## src/hw/fbs_map.vh

```
// Register offsets, function codes, cause codes and state word values
`ifndef FBS_MAP_VH
`define FBS_MAP_VH

`define FBS_FN_READ        8'h03
`define FBS_FN_WRITE       8'h06
`define FBS_FN_EXC_BIT     8'h80

`define FBS_EXC_FUNC       8'h01
`define FBS_EXC_ADDR       8'h02
`define FBS_EXC_DATA       8'h03
`define FBS_EXC_VALUE      8'h04
`define FBS_EXC_PASSWORD   8'h05
`define FBS_EXC_FRAME      8'h06
`define FBS_EXC_READONLY   8'h07
`define FBS_EXC_RUNNING    8'h08
`define FBS_EXC_LOCKED     8'h09

`define FBS_REG_RUN_CMD    16'h2000
`define FBS_REG_STATE      16'h2100
`define FBS_REG_PASSWORD   16'h2005

`define FBS_CMD_FIRST      16'h0001
`define FBS_CMD_LAST       16'h0008

`define FBS_STATE_FWD      16'h0001
`define FBS_STATE_REV      16'h0002
`define FBS_STATE_STOP     16'h0003

`define FBS_REQ_LEN        8'h08
`define FBS_MIN_LEN        8'h04
`define FBS_CRC_INIT       16'hffff
`define FBS_CRC_POLY       16'ha001

`endif

```

## src/hw/fbs_slave.v

```verilog
// Fieldbus slave request checker and response generator
// Behaviour
// (RQ1) Exception reply sets function code top bit
// (RQ2) Exception reply adds one cause byte
// (RQ3) Cause 01: unknown function or drive fault
// (RQ4) Cause 02: bad address or address-length mix
// (RQ5) Cause 03: structurally illegal data field
// (RQ6) Cause 04: written value out of range
// (RQ7) Cause 05: password mismatch at check address
// (RQ8) Cause 06: wrong frame length or CRC
// (RQ9) Cause 07: write to read-only parameter
// (RQ10) Cause 08: write blocked while drive runs
// (RQ11) Cause 09: access while password lock active
// (RQ12) Good reply repeats request function code
// (RQ13) Good single write echoes whole request
// (RQ14) Read reply: count 2N, N words, CRC
// (RQ15) Run command register decodes values 1-8
// (RQ16) State word reads 0003 when stopped
// (RQ17) Values travel as scaled integers, stored raw
// (RQ18) Master retries or corrects after exception
// (RQ19) CRC-16 over frame, low byte first
// (RQ20) Addresses and data sent high byte first
`timescale 1ns/10ps
`default_nettype none
`include "fbs_map.vh"

module fbs_slave #(
   parameter        P_AW      = 6,
   parameter        P_DEPTH   = 64,
   parameter        P_MAXREAD = 16,
   parameter [15:0] P_RO_BASE = 16'h0030,
   parameter [15:0] P_RUNLOCK = 16'h0010,
   parameter [15:0] P_VAL_MAX = 16'hea60
) (
   input  wire        i_ref_clk,
   input  wire        i_resetn,
   input  wire [7:0]  i_slave_addr,
   input  wire [15:0] i_password,
   input  wire        i_fault,
   input  wire        i_running,
   input  wire        i_reverse,
   input  wire        i_rx_valid,
   input  wire [7:0]  i_rx_byte,
   input  wire        i_rx_end,
   input  wire        i_tx_ready,
   output reg         o_tx_valid,
   output reg  [7:0]  o_tx_byte,
   output reg         o_tx_last,
   output reg  [15:0] o_run_cmd,
   output reg         o_cmd_strobe,
   output reg         o_busy
);

   localparam [2:0] S_IDLE  = 3'h0;
   localparam [2:0] S_CHECK = 3'h1;
   localparam [2:0] S_NEXT  = 3'h2;
   localparam [2:0] S_SEND  = 3'h3;
   localparam [2:0] S_FETCH = 3'h4;
   localparam [2:0] S_LDHI  = 3'h5;

   localparam [15:0] DEPTH16 = P_DEPTH[15:0];
   localparam [15:0] MAXRD16 = P_MAXREAD[15:0];

   reg  [2:0]  state_q;
   reg  [7:0]  cnt_q;
   reg  [7:0]  buf_q [0:5];
   reg  [7:0]  hdr_q [0:5];
   reg  [7:0]  idx_q;
   reg  [7:0]  len_q;
   reg         is_read_q;
   reg  [15:0] rd_addr_q;
   reg  [15:0] word_q;
   reg         lock_q;

   wire [15:0] rx_crc;
   wire [15:0] tx_crc;
   wire [15:0] mem_rdata;
   wire [7:0]  fn   = buf_q[1];
   wire [15:0] ra   = {buf_q[2], buf_q[3]};
   wire [15:0] rv   = {buf_q[4], buf_q[5]};
   wire [16:0] rend = {1'b0, ra} + {1'b0, rv};
   wire        tx_acc = (state_q == S_SEND) && i_tx_ready;

   reg         chk_ign;
   reg  [7:0]  chk_code;
   reg         chk_unlock;
   reg         chk_cmdwr;
   reg         chk_memwr;
   reg  [7:0]  nbyte;
   reg  [15:0] state_word;
   integer     k;

   // Drive state word for register reads
   always @* begin
      if (!i_running)
         state_word = `FBS_STATE_STOP; // RQ16
      else if (i_reverse)
         state_word = `FBS_STATE_REV;
      else
         state_word = `FBS_STATE_FWD;
   end

   // Request check, first failing cause wins
   always @* begin
      chk_ign    = (cnt_q < `FBS_MIN_LEN) || (buf_q[0] != i_slave_addr);
      chk_code   = 8'h00;
      chk_unlock = 1'b0;
      chk_cmdwr  = 1'b0;
      chk_memwr  = 1'b0;
      if (rx_crc != 16'h0000)
         chk_code = `FBS_EXC_FRAME; // RQ8
      else if (fn != `FBS_FN_READ && fn != `FBS_FN_WRITE)
         chk_code = `FBS_EXC_FUNC; // RQ3
      else if (cnt_q != `FBS_REQ_LEN)
         chk_code = `FBS_EXC_FRAME; // RQ8
      else if (lock_q && !(fn == `FBS_FN_WRITE && ra == `FBS_REG_PASSWORD))
         chk_code = `FBS_EXC_LOCKED; // RQ11
      else if (fn == `FBS_FN_READ) begin
         if (rv == 16'h0000 || rv > MAXRD16)
            chk_code = `FBS_EXC_DATA; // RQ5
         else if (!((rend <= {1'b0, DEPTH16}) ||
                    (rv == 16'h0001 && (ra == `FBS_REG_RUN_CMD ||
                                        ra == `FBS_REG_STATE))))
            chk_code = `FBS_EXC_ADDR; // RQ4
      end else if (ra == `FBS_REG_PASSWORD) begin
         if (rv != i_password)
            chk_code = `FBS_EXC_PASSWORD; // RQ7
         else
            chk_unlock = 1'b1;
      end else if (ra == `FBS_REG_STATE)
         chk_code = `FBS_EXC_READONLY; // RQ9
      else if (ra == `FBS_REG_RUN_CMD) begin
         if (rv < `FBS_CMD_FIRST || rv > `FBS_CMD_LAST)
            chk_code = `FBS_EXC_VALUE; // RQ15
         else
            chk_cmdwr = 1'b1;
      end else if (i_fault)
         chk_code = `FBS_EXC_FUNC; // RQ3
      else if (ra >= DEPTH16)
         chk_code = `FBS_EXC_ADDR; // RQ4
      else if (ra >= P_RO_BASE)
         chk_code = `FBS_EXC_READONLY; // RQ9
      else if (i_running && ra < P_RUNLOCK)
         chk_code = `FBS_EXC_RUNNING; // RQ10
      else if (rv > P_VAL_MAX)
         chk_code = `FBS_EXC_VALUE; // RQ6
      else
         chk_memwr = 1'b1;
   end

   // Byte at the current response position
   always @* begin
      if (idx_q == len_q)
         nbyte = tx_crc[7:0]; // RQ19
      else if (idx_q > len_q)
         nbyte = tx_crc[15:8];
      else if (is_read_q && idx_q >= 8'd3) begin
         if (!idx_q[0])
            nbyte = word_q[7:0];
         else
            nbyte = word_q[15:8]; // RQ20
      end else begin
         case (idx_q)
            8'd0:    nbyte = hdr_q[0];
            8'd1:    nbyte = hdr_q[1];
            8'd2:    nbyte = hdr_q[2];
            8'd3:    nbyte = hdr_q[3];
            8'd4:    nbyte = hdr_q[4];
            8'd5:    nbyte = hdr_q[5];
            default: nbyte = 8'h00;
         endcase
      end
   end

   always @(posedge i_ref_clk or negedge i_resetn) begin
      if (!i_resetn) begin
         state_q      <= S_IDLE;
         cnt_q        <= 8'h00;
         idx_q        <= 8'h00;
         len_q        <= 8'h00;
         is_read_q    <= 1'b0;
         rd_addr_q    <= 16'h0000;
         word_q       <= 16'h0000;
         lock_q       <= 1'b1;
         o_tx_valid   <= 1'b0;
         o_tx_byte    <= 8'h00;
         o_tx_last    <= 1'b0;
         o_run_cmd    <= 16'h0000;
         o_cmd_strobe <= 1'b0;
         o_busy       <= 1'b0;
         for (k = 0; k < 6; k = k + 1) begin
            buf_q[k] <= 8'h00;
            hdr_q[k] <= 8'h00;
         end
      end else begin
         o_cmd_strobe <= 1'b0;
         if (i_password == 16'h0000)
            lock_q <= 1'b0;
         case (state_q)
            S_IDLE: begin
               o_busy <= 1'b0;
               if (i_rx_valid) begin
                  if (cnt_q < 8'd6)
                     buf_q[cnt_q[2:0]] <= i_rx_byte;
                  if (cnt_q != 8'hff)
                     cnt_q <= cnt_q + 8'd1;
               end
               if (i_rx_end) begin
                  state_q <= S_CHECK;
                  o_busy  <= 1'b1;
               end
            end
            S_CHECK: begin
               cnt_q     <= 8'h00;
               idx_q     <= 8'h00;
               rd_addr_q <= ra;
               hdr_q[0]  <= buf_q[0];
               hdr_q[1]  <= fn; // RQ12
               is_read_q <= 1'b0;
               if (chk_ign)
                  state_q <= S_IDLE;
               else begin
                  state_q <= S_NEXT;
                  if (chk_code != 8'h00) begin
                     hdr_q[1] <= fn | `FBS_FN_EXC_BIT; // RQ1
                     hdr_q[2] <= chk_code; // RQ2
                     len_q    <= 8'd3;
                  end else if (fn == `FBS_FN_READ) begin
                     is_read_q <= 1'b1;
                     hdr_q[2]  <= {rv[6:0], 1'b0}; // RQ14
                     len_q     <= {rv[6:0], 1'b0} + 8'd3;
                  end else begin
                     for (k = 2; k < 6; k = k + 1)
                        hdr_q[k] <= buf_q[k]; // RQ13
                     len_q <= 8'd6;
                     if (chk_unlock)
                        lock_q <= 1'b0;
                     if (chk_cmdwr) begin
                        o_run_cmd    <= rv; // RQ15
                        o_cmd_strobe <= 1'b1;
                     end
                  end
               end
            end
            S_NEXT: begin
               o_tx_byte  <= nbyte;
               o_tx_valid <= 1'b1;
               o_tx_last  <= (idx_q > len_q);
               state_q    <= S_SEND;
            end
            S_SEND: begin
               if (i_tx_ready) begin
                  o_tx_valid <= 1'b0;
                  o_tx_last  <= 1'b0;
                  idx_q      <= idx_q + 8'd1;
                  if (idx_q > len_q)
                     state_q <= S_IDLE;
                  else if (is_read_q && idx_q >= 8'd2 && idx_q < len_q && idx_q[0] == 1'b0)
                     state_q <= S_FETCH;
                  else
                     state_q <= S_NEXT;
               end
            end
            S_FETCH: begin
               state_q <= S_LDHI;
            end
            S_LDHI: begin
               if (rd_addr_q == `FBS_REG_RUN_CMD)
                  word_q <= o_run_cmd;
               else if (rd_addr_q == `FBS_REG_STATE)
                  word_q <= state_word; // RQ16
               else
                  word_q <= mem_rdata;
               rd_addr_q <= rd_addr_q + 16'h0001;
               state_q   <= S_NEXT;
            end
            default: state_q <= S_IDLE;
         endcase
      end
   end

   // Receive check: CRC over the whole frame leaves zero residue
   fbs_crc16 u_rx_crc (
      .i_ref_clk (i_ref_clk),
      .i_resetn  (i_resetn),
      .i_clear   (state_q == S_CHECK),
      .i_en      (state_q == S_IDLE && i_rx_valid),
      .i_byte    (i_rx_byte),
      .o_crc     (rx_crc)
   ); // RQ19

   // Transmit CRC accumulates each accepted payload byte
   fbs_crc16 u_tx_crc (
      .i_ref_clk (i_ref_clk),
      .i_resetn  (i_resetn),
      .i_clear   (state_q == S_CHECK),
      .i_en      (tx_acc && idx_q < len_q),
      .i_byte    (o_tx_byte),
      .o_crc     (tx_crc)
   ); // RQ19

   // Parameters held as raw scaled integers
   fbs_param_mem #(
      .DW    (16),
      .AW    (P_AW),
      .DEPTH (P_DEPTH)
   ) u_mem (
      .i_ref_clk (i_ref_clk),
      .i_resetn  (i_resetn),
      .i_we      (state_q == S_CHECK && !chk_ign && chk_code == 8'h00 && chk_memwr),
      .i_waddr   (ra[P_AW-1:0]),
      .i_wdata   (rv),
      .i_re      (state_q == S_FETCH),
      .i_raddr   (rd_addr_q[P_AW-1:0]),
      .o_rdata   (mem_rdata)
   ); // RQ17

endmodule // fbs_slave
`default_nettype wire

```

## src/hw/fbs_crc16.v

```verilog
// Byte-serial CRC-16 accumulator for the serial bus frame check
`timescale 1ns/10ps
`default_nettype none
`include "fbs_map.vh"

module fbs_crc16 (
   input  wire        i_ref_clk,
   input  wire        i_resetn,
   input  wire        i_clear,
   input  wire        i_en,
   input  wire [7:0]  i_byte,
   output reg  [15:0] o_crc
);

   function [15:0] crc_step;
      input [15:0] c;
      input [7:0]  b;
      integer      k;
      reg [15:0]   r;
      begin
         r = c ^ {8'h00, b};
         for (k = 0; k < 8; k = k + 1) begin
            if (r[0])
               r = (r >> 1) ^ `FBS_CRC_POLY;
            else
               r = r >> 1;
         end
         crc_step = r;
      end
   endfunction

   always @(posedge i_ref_clk or negedge i_resetn) begin
      if (!i_resetn)
         o_crc <= `FBS_CRC_INIT;
      else if (i_clear)
         o_crc <= `FBS_CRC_INIT;
      else if (i_en)
         o_crc <= crc_step(o_crc, i_byte);
   end

endmodule // fbs_crc16
`default_nettype wire

```

## src/hw/fbs_param_mem.v

```verilog
// Parameter store with registered read data
`timescale 1ns/10ps
`default_nettype none

module fbs_param_mem #(
   parameter DW    = 16,
   parameter AW    = 6,
   parameter DEPTH = 64
) (
   input  wire          i_ref_clk,
   input  wire          i_resetn,
   input  wire          i_we,
   input  wire [AW-1:0] i_waddr,
   input  wire [DW-1:0] i_wdata,
   input  wire          i_re,
   input  wire [AW-1:0] i_raddr,
   output reg  [DW-1:0] o_rdata
);

   reg [DW-1:0] mem [0:DEPTH-1];
   integer      k;

   always @(posedge i_ref_clk or negedge i_resetn) begin
      if (!i_resetn) begin
         for (k = 0; k < DEPTH; k = k + 1)
            mem[k] <= {DW{1'b0}};
         o_rdata <= {DW{1'b0}};
      end else begin
         if (i_we)
            mem[i_waddr] <= i_wdata;
         if (i_re)
            o_rdata <= mem[i_raddr];
      end
   end

endmodule // fbs_param_mem
`default_nettype wire

```

## config.mk

```make
export PLATFORM = sky130hd
export DESIGN_NAME = fbs_slave
export DESIGN_NICKNAME = d
export VERILOG_FILES = /design/src/hw/fbs_slave.v /design/src/hw/fbs_crc16.v /design/src/hw/fbs_param_mem.v
export VERILOG_INCLUDE_DIRS = /design/src /design/src/hw
export SDC_FILE = /design/constraint.sdc
export NUM_CORES = 2
export LEC_CHECK = 0
export BUFFER_PORTS_ARGS = -buffer_cell sky130_fd_sc_hd__buf_2
export CAP_MARGIN = 30
export CORE_MARGIN = 2
export CORE_UTILIZATION = 63
export CTS_CLUSTER_DIAMETER = 30
export DETAILED_ROUTE_END_ITERATION = 6
export PLACE_DENSITY = 0.76
export RECOVER_POWER = 50
export SLEW_MARGIN = 25
export SYNTH_ARGS = -nofsm -noshare
export SYNTH_HDL_FRONTEND = slang
export SYNTH_SLANG_ARGS = --single-unit
```

## constraint.sdc

```tcl
create_clock -name i_ref_clk -period 4.75 [get_ports i_ref_clk]
set_clock_uncertainty 0.1 [all_clocks]
set_input_delay 0.2375 -clock i_ref_clk [delete_from_list [all_inputs] [get_ports i_ref_clk]]
set_output_delay 0.2375 -clock i_ref_clk [all_outputs]
set_load 0.01 [all_outputs]
```

==> results.cfg <==
[setup_path]
end_kind = flip-flop
timing.critical_path.arrival_ns = 4.87
worst_ep_required_time_ns = 5.31
crit_type = reg2reg
timing.critical_path.fanout_max = 30
cp_launch_type = flip-flop

[drt]
finalWirelength_microns = 145000
drt_first_pass_iters = 5
routedWlPerCell_microns = 27.9
vias_cell = 6.49
dr.first_iter.drc_count = 2871
detailroute.via_count = 33700
final_routed_drc_violation_total = 0
final_antenna_net_count = 0

[synth]
yosys-top-cells-count = sky130_fd_sc_hd__dfrtp_1, sky130_fd_sc_hd__mux2_2, sky130_fd_sc_hd__clkbuf_1
synth_flop_cell = sky130_fd_sc_hd__dfrtp_1
ys_types = 78
synth_area_sq_um = 56800
count_of_flip_flops_with_a_built_in_enable_after_synthesis = 0
synth_async_sr_flop_share = 1.00
synth_largest_type_area_fraction = 0.539
netlist_instances = 3936
seq_area_frac_synth = 0.555
ys_ff_latch = 1257
synth_largest_area_cell = sky130_fd_sc_hd__dfrtp_1
avgSynthCellArea_sq_um = 14.4
synth.most_common_cell = sky130_fd_sc_hd__dfrtp_1
postSynthNetCount = 4011
synth_top_cells_by_area = sky130_fd_sc_hd__dfrtp_1, sky130_fd_sc_hd__mux2_2, sky130_fd_sc_hd__mux4_2
synth.yosys.warnings = 0

[sta]
fin_crit_ns = 4.32
report.final.hold_viol_count = 0
grt_setup_unrepaired = false
drv_slew = 163
report.final.setup_viol = 0
slew_headroom = -1.73
tns_ns = 0
worstMarginPinSlew_ns = 4.09
finalCritPeriodShare = 0.909
timing.final.ws_setup_ns = 0.432
max_freq_ghz = 0.232

[die]
core.rowCount = 110
floorplan.die_area_sq_um = 92600
fp.dieW_microns = 304
die_h_microns = 304
floorplan.initialDensity = 0.633
core_region_area_sq_um = 89700
num_io_pins = 68

[placement]
place.gp.congestion = 0.912
place_worst_setup_slack_ns = 0.438
placed_standard_cell_area_sq_um = 57500
place.detailed.hpwl_microns = 87400
port_buffers = 67

[clock_network]
post_cts_resize_count = 0
numCtsBuffers = 230
worst_skew_pair.late_latency_ns = 0.82
cts_tree = yes
clk_path_buf_depth = 3
clock_sinks = 1257
h-tree-depth = 4
ctsRootBufferMaster = sky130_fd_sc_hd__clkbuf_16
clkTransAtPathRegs_ns = 0.05

[final_layout]
fill_cells = 5363
final_cell_area_sq_um = 65900
reg_top3 = u_mem.mem x1024, hdr_q x48, buf_q x40
flip_flop_count_of_the_largest_register_all_copies_and_words_added = 1024
register_with_the_highest_flop_count = u_mem.mem
drive_gt1_frac = 0.472
layout_overhead_on_the_synthesized_area_pct = 16.1
nNetsFinal = 3886

[global_routing]
grt_util_met3 = 0.0672
gr-usage-all-layers = 0.322
initial_antenna_violation_count = 10
met2_capacity_usage_during_global_routing = 0.514
overflow = 0
grt_pass1_wl_microns = 224000
gr-usage-met1 = 0.441
grt_max_degree = 149
first_global_vias = 36600
grt_peak_use_layer = met2

[power]
cellPowerDensity_nw_per_um2 = 544
power_uw = 35900
ir_worst_vdd_mv = 0.424
power.leakage_uw = 0.0310

[status]
failed_checks = capacitance limit, slew limit
run_status = complete, but fails checks

[hold_path]
worstHoldPathType = in2reg

[job]
maxCapViolations = 2
routing by layer:
metal	vias up	wire length [microns]
met5	-	41
met4	6	5460
met3	382	10100
met2	1310	70200
met1	18000	59200
li1	14000	-
worst max-delay path, stage by stage (launching register included):
cell and delay, ns:
sky130_fd_sc_hd__dfrtp_1 0.62, sky130_fd_sc_hd__nor2_1 0.56, sky130_fd_sc_hd__nand4_2 0.32, sky130_fd_sc_hd__or4_1 0.64, sky130_fd_sc_hd__nor3_2 0.21, sky130_fd_sc_hd__o31ai_1 0.13, sky130_fd_sc_hd__or4_4 0.59, sky130_fd_sc_hd__or3b_4 0.65
sky130_fd_sc_hd__mux2_4 0.37
power by group:
group          total (uW)  switching [uW]  leakage (uW)  internal, uW
registers           12500            1170        0.0173         11300
logic                6430            3820       0.00978          2610
clock network       17000            5910       0.00399         11100
metrics by stage:
| step | util | instances | hold slack (ns) |
|---|---|---|---|
| 5_1_grt | 0.735 | 5193 | 0.0619 |
| 3_3_place_gp | 0.641 | 4732 | 0.203 |
| 2_1_floorplan | - | 3936 | -0.158 |
| 6_report | 0.735 | 5195 | 0.0456 |
| 4_1_cts | 0.735 | 5191 | 0.00540 |
| 3_5_place_dp | 0.641 | 4732 | 0.208 |
kinds of logic (layout without fill, tap and decap cells):
family,Yosys count,in the layout,share of synthesized area
DFF,1257,1257,0.555
muxes,1200,1200,0.306
buffers and inverters,577,656,0.0407
and+or+nand+nor,486,486,0.0462
AOI/OAI and AO/OA,289,289,0.0309
xor gates and xnor gates,92,92,0.0142
adders and majority gates,35,35,0.00784
other,0,4,0
cell type report:
type | instances | area (sq um) | area share
Inverter | 27 | 101 | 0.00154
Clock buffer | 289 | 6280 | 0.0953
Sequential cell | 1257 | 31500 | 0.478
Tap cell | 1176 | 1470 | 0.0223
Antenna cell | 4 | 10.0 | 0.000152
Clock inverter | 147 | 1950 | 0.0295
Multi-Input combinational cell | 2102 | 23000 | 0.349
Timing Repair Buffer | 193 | 1580 | 0.0240
cell usage in the layout (no fill, tap or decap), types with 16 or more instances in the layout:
| master | Yosys | routed |
|---|---|---|
| sky130_fd_sc_hd__dlygate4sd3_1 | 0 | 23 |
| sky130_fd_sc_hd__clkinv_2 | 0 | 33 |
| sky130_fd_sc_hd__dfstp_2 | 33 | 33 |
| sky130_fd_sc_hd__clkbuf_1 | 456 | 32 |
| sky130_fd_sc_hd__buf_12 | 0 | 20 |
| sky130_fd_sc_hd__xnor2_1 | 54 | 54 |
| sky130_fd_sc_hd__nor2b_1 | 17 | 16 |
| sky130_fd_sc_hd__nand2_1 | 144 | 144 |
| sky130_fd_sc_hd__nor2_2 | 24 | 25 |
| sky130_fd_sc_hd__nor2_1 | 48 | 46 |
| sky130_fd_sc_hd__clkbuf_16 | 0 | 232 |
| sky130_fd_sc_hd__nand2_2 | 25 | 25 |
| sky130_fd_sc_hd__nand3_1 | 39 | 39 |
| sky130_fd_sc_hd__o21ai_0 | 105 | 104 |
| sky130_fd_sc_hd__a21oi_1 | 67 | 67 |
| sky130_fd_sc_hd__a22oi_1 | 23 | 23 |
| sky130_fd_sc_hd__inv_1 | 27 | 27 |
| sky130_fd_sc_hd__xor2_1 | 38 | 38 |
| sky130_fd_sc_hd__nor3b_1 | 24 | 23 |
| sky130_fd_sc_hd__buf_4 | 18 | 79 |
| sky130_fd_sc_hd__mux4_2 | 336 | 336 |
| sky130_fd_sc_hd__clkinvlp_4 | 0 | 19 |
| sky130_fd_sc_hd__dfrtp_1 | 1224 | 1204 |
| sky130_fd_sc_hd__o22ai_1 | 16 | 16 |
| sky130_fd_sc_hd__inv_6 | 0 | 23 |
| sky130_fd_sc_hd__buf_2 | 37 | 66 |
| sky130_fd_sc_hd__nor4_1 | 20 | 20 |
| sky130_fd_sc_hd__nor3_1 | 28 | 28 |
| sky130_fd_sc_hd__and3_1 | 18 | 18 |
| sky130_fd_sc_hd__ha_1 | 34 | 34 |
| sky130_fd_sc_hd__mux2_4 | 17 | 17 |
| sky130_fd_sc_hd__bufinv_16 | 0 | 29 |
| sky130_fd_sc_hd__nand4_1 | 24 | 24 |
| sky130_fd_sc_hd__clkbuf_8 | 0 | 26 |
| sky130_fd_sc_hd__mux2_2 | 841 | 841 |
| sky130_fd_sc_hd__clkinv_4 | 0 | 21 |
what timing repair did:
action,4_1_cts,5_1_grt
endpoints found under the hold margin,281,0
hold buffers,23,0
setup buffers,0,0
path summary, 6_finish.rpt:
| kind | endpoint | from | cells after the start | slack, ns |
|---|---|---|---|---|
| min reg2reg | u_mem.mem[218]$_DFFE_PN0P_ | u_mem.mem[218]$_DFFE_PN0P_ | 0 | 0.27 |
| min in group asynchronous | u_mem.o_rdata[11]$_DFFE_PN0P_ | i_resetn | 2 | 1.33 |
| max | hdr_q[18]$_DFFE_PN0P_ | buf_q[20]$_DFFE_PN0P_ | 8 | 0.43 |
| min | hdr_q[29]$_DFFE_PN0P_ | i_slave_addr[5] | 5 | 0.05 |
| max reg2reg | hdr_q[18]$_DFFE_PN0P_ | buf_q[20]$_DFFE_PN0P_ | 8 | 0.43 |
| max in group asynchronous | u_mem.mem[77]$_DFFE_PN0P_ | i_resetn | 3 | 0.78 |
Power figures use the tool's default switching activity.
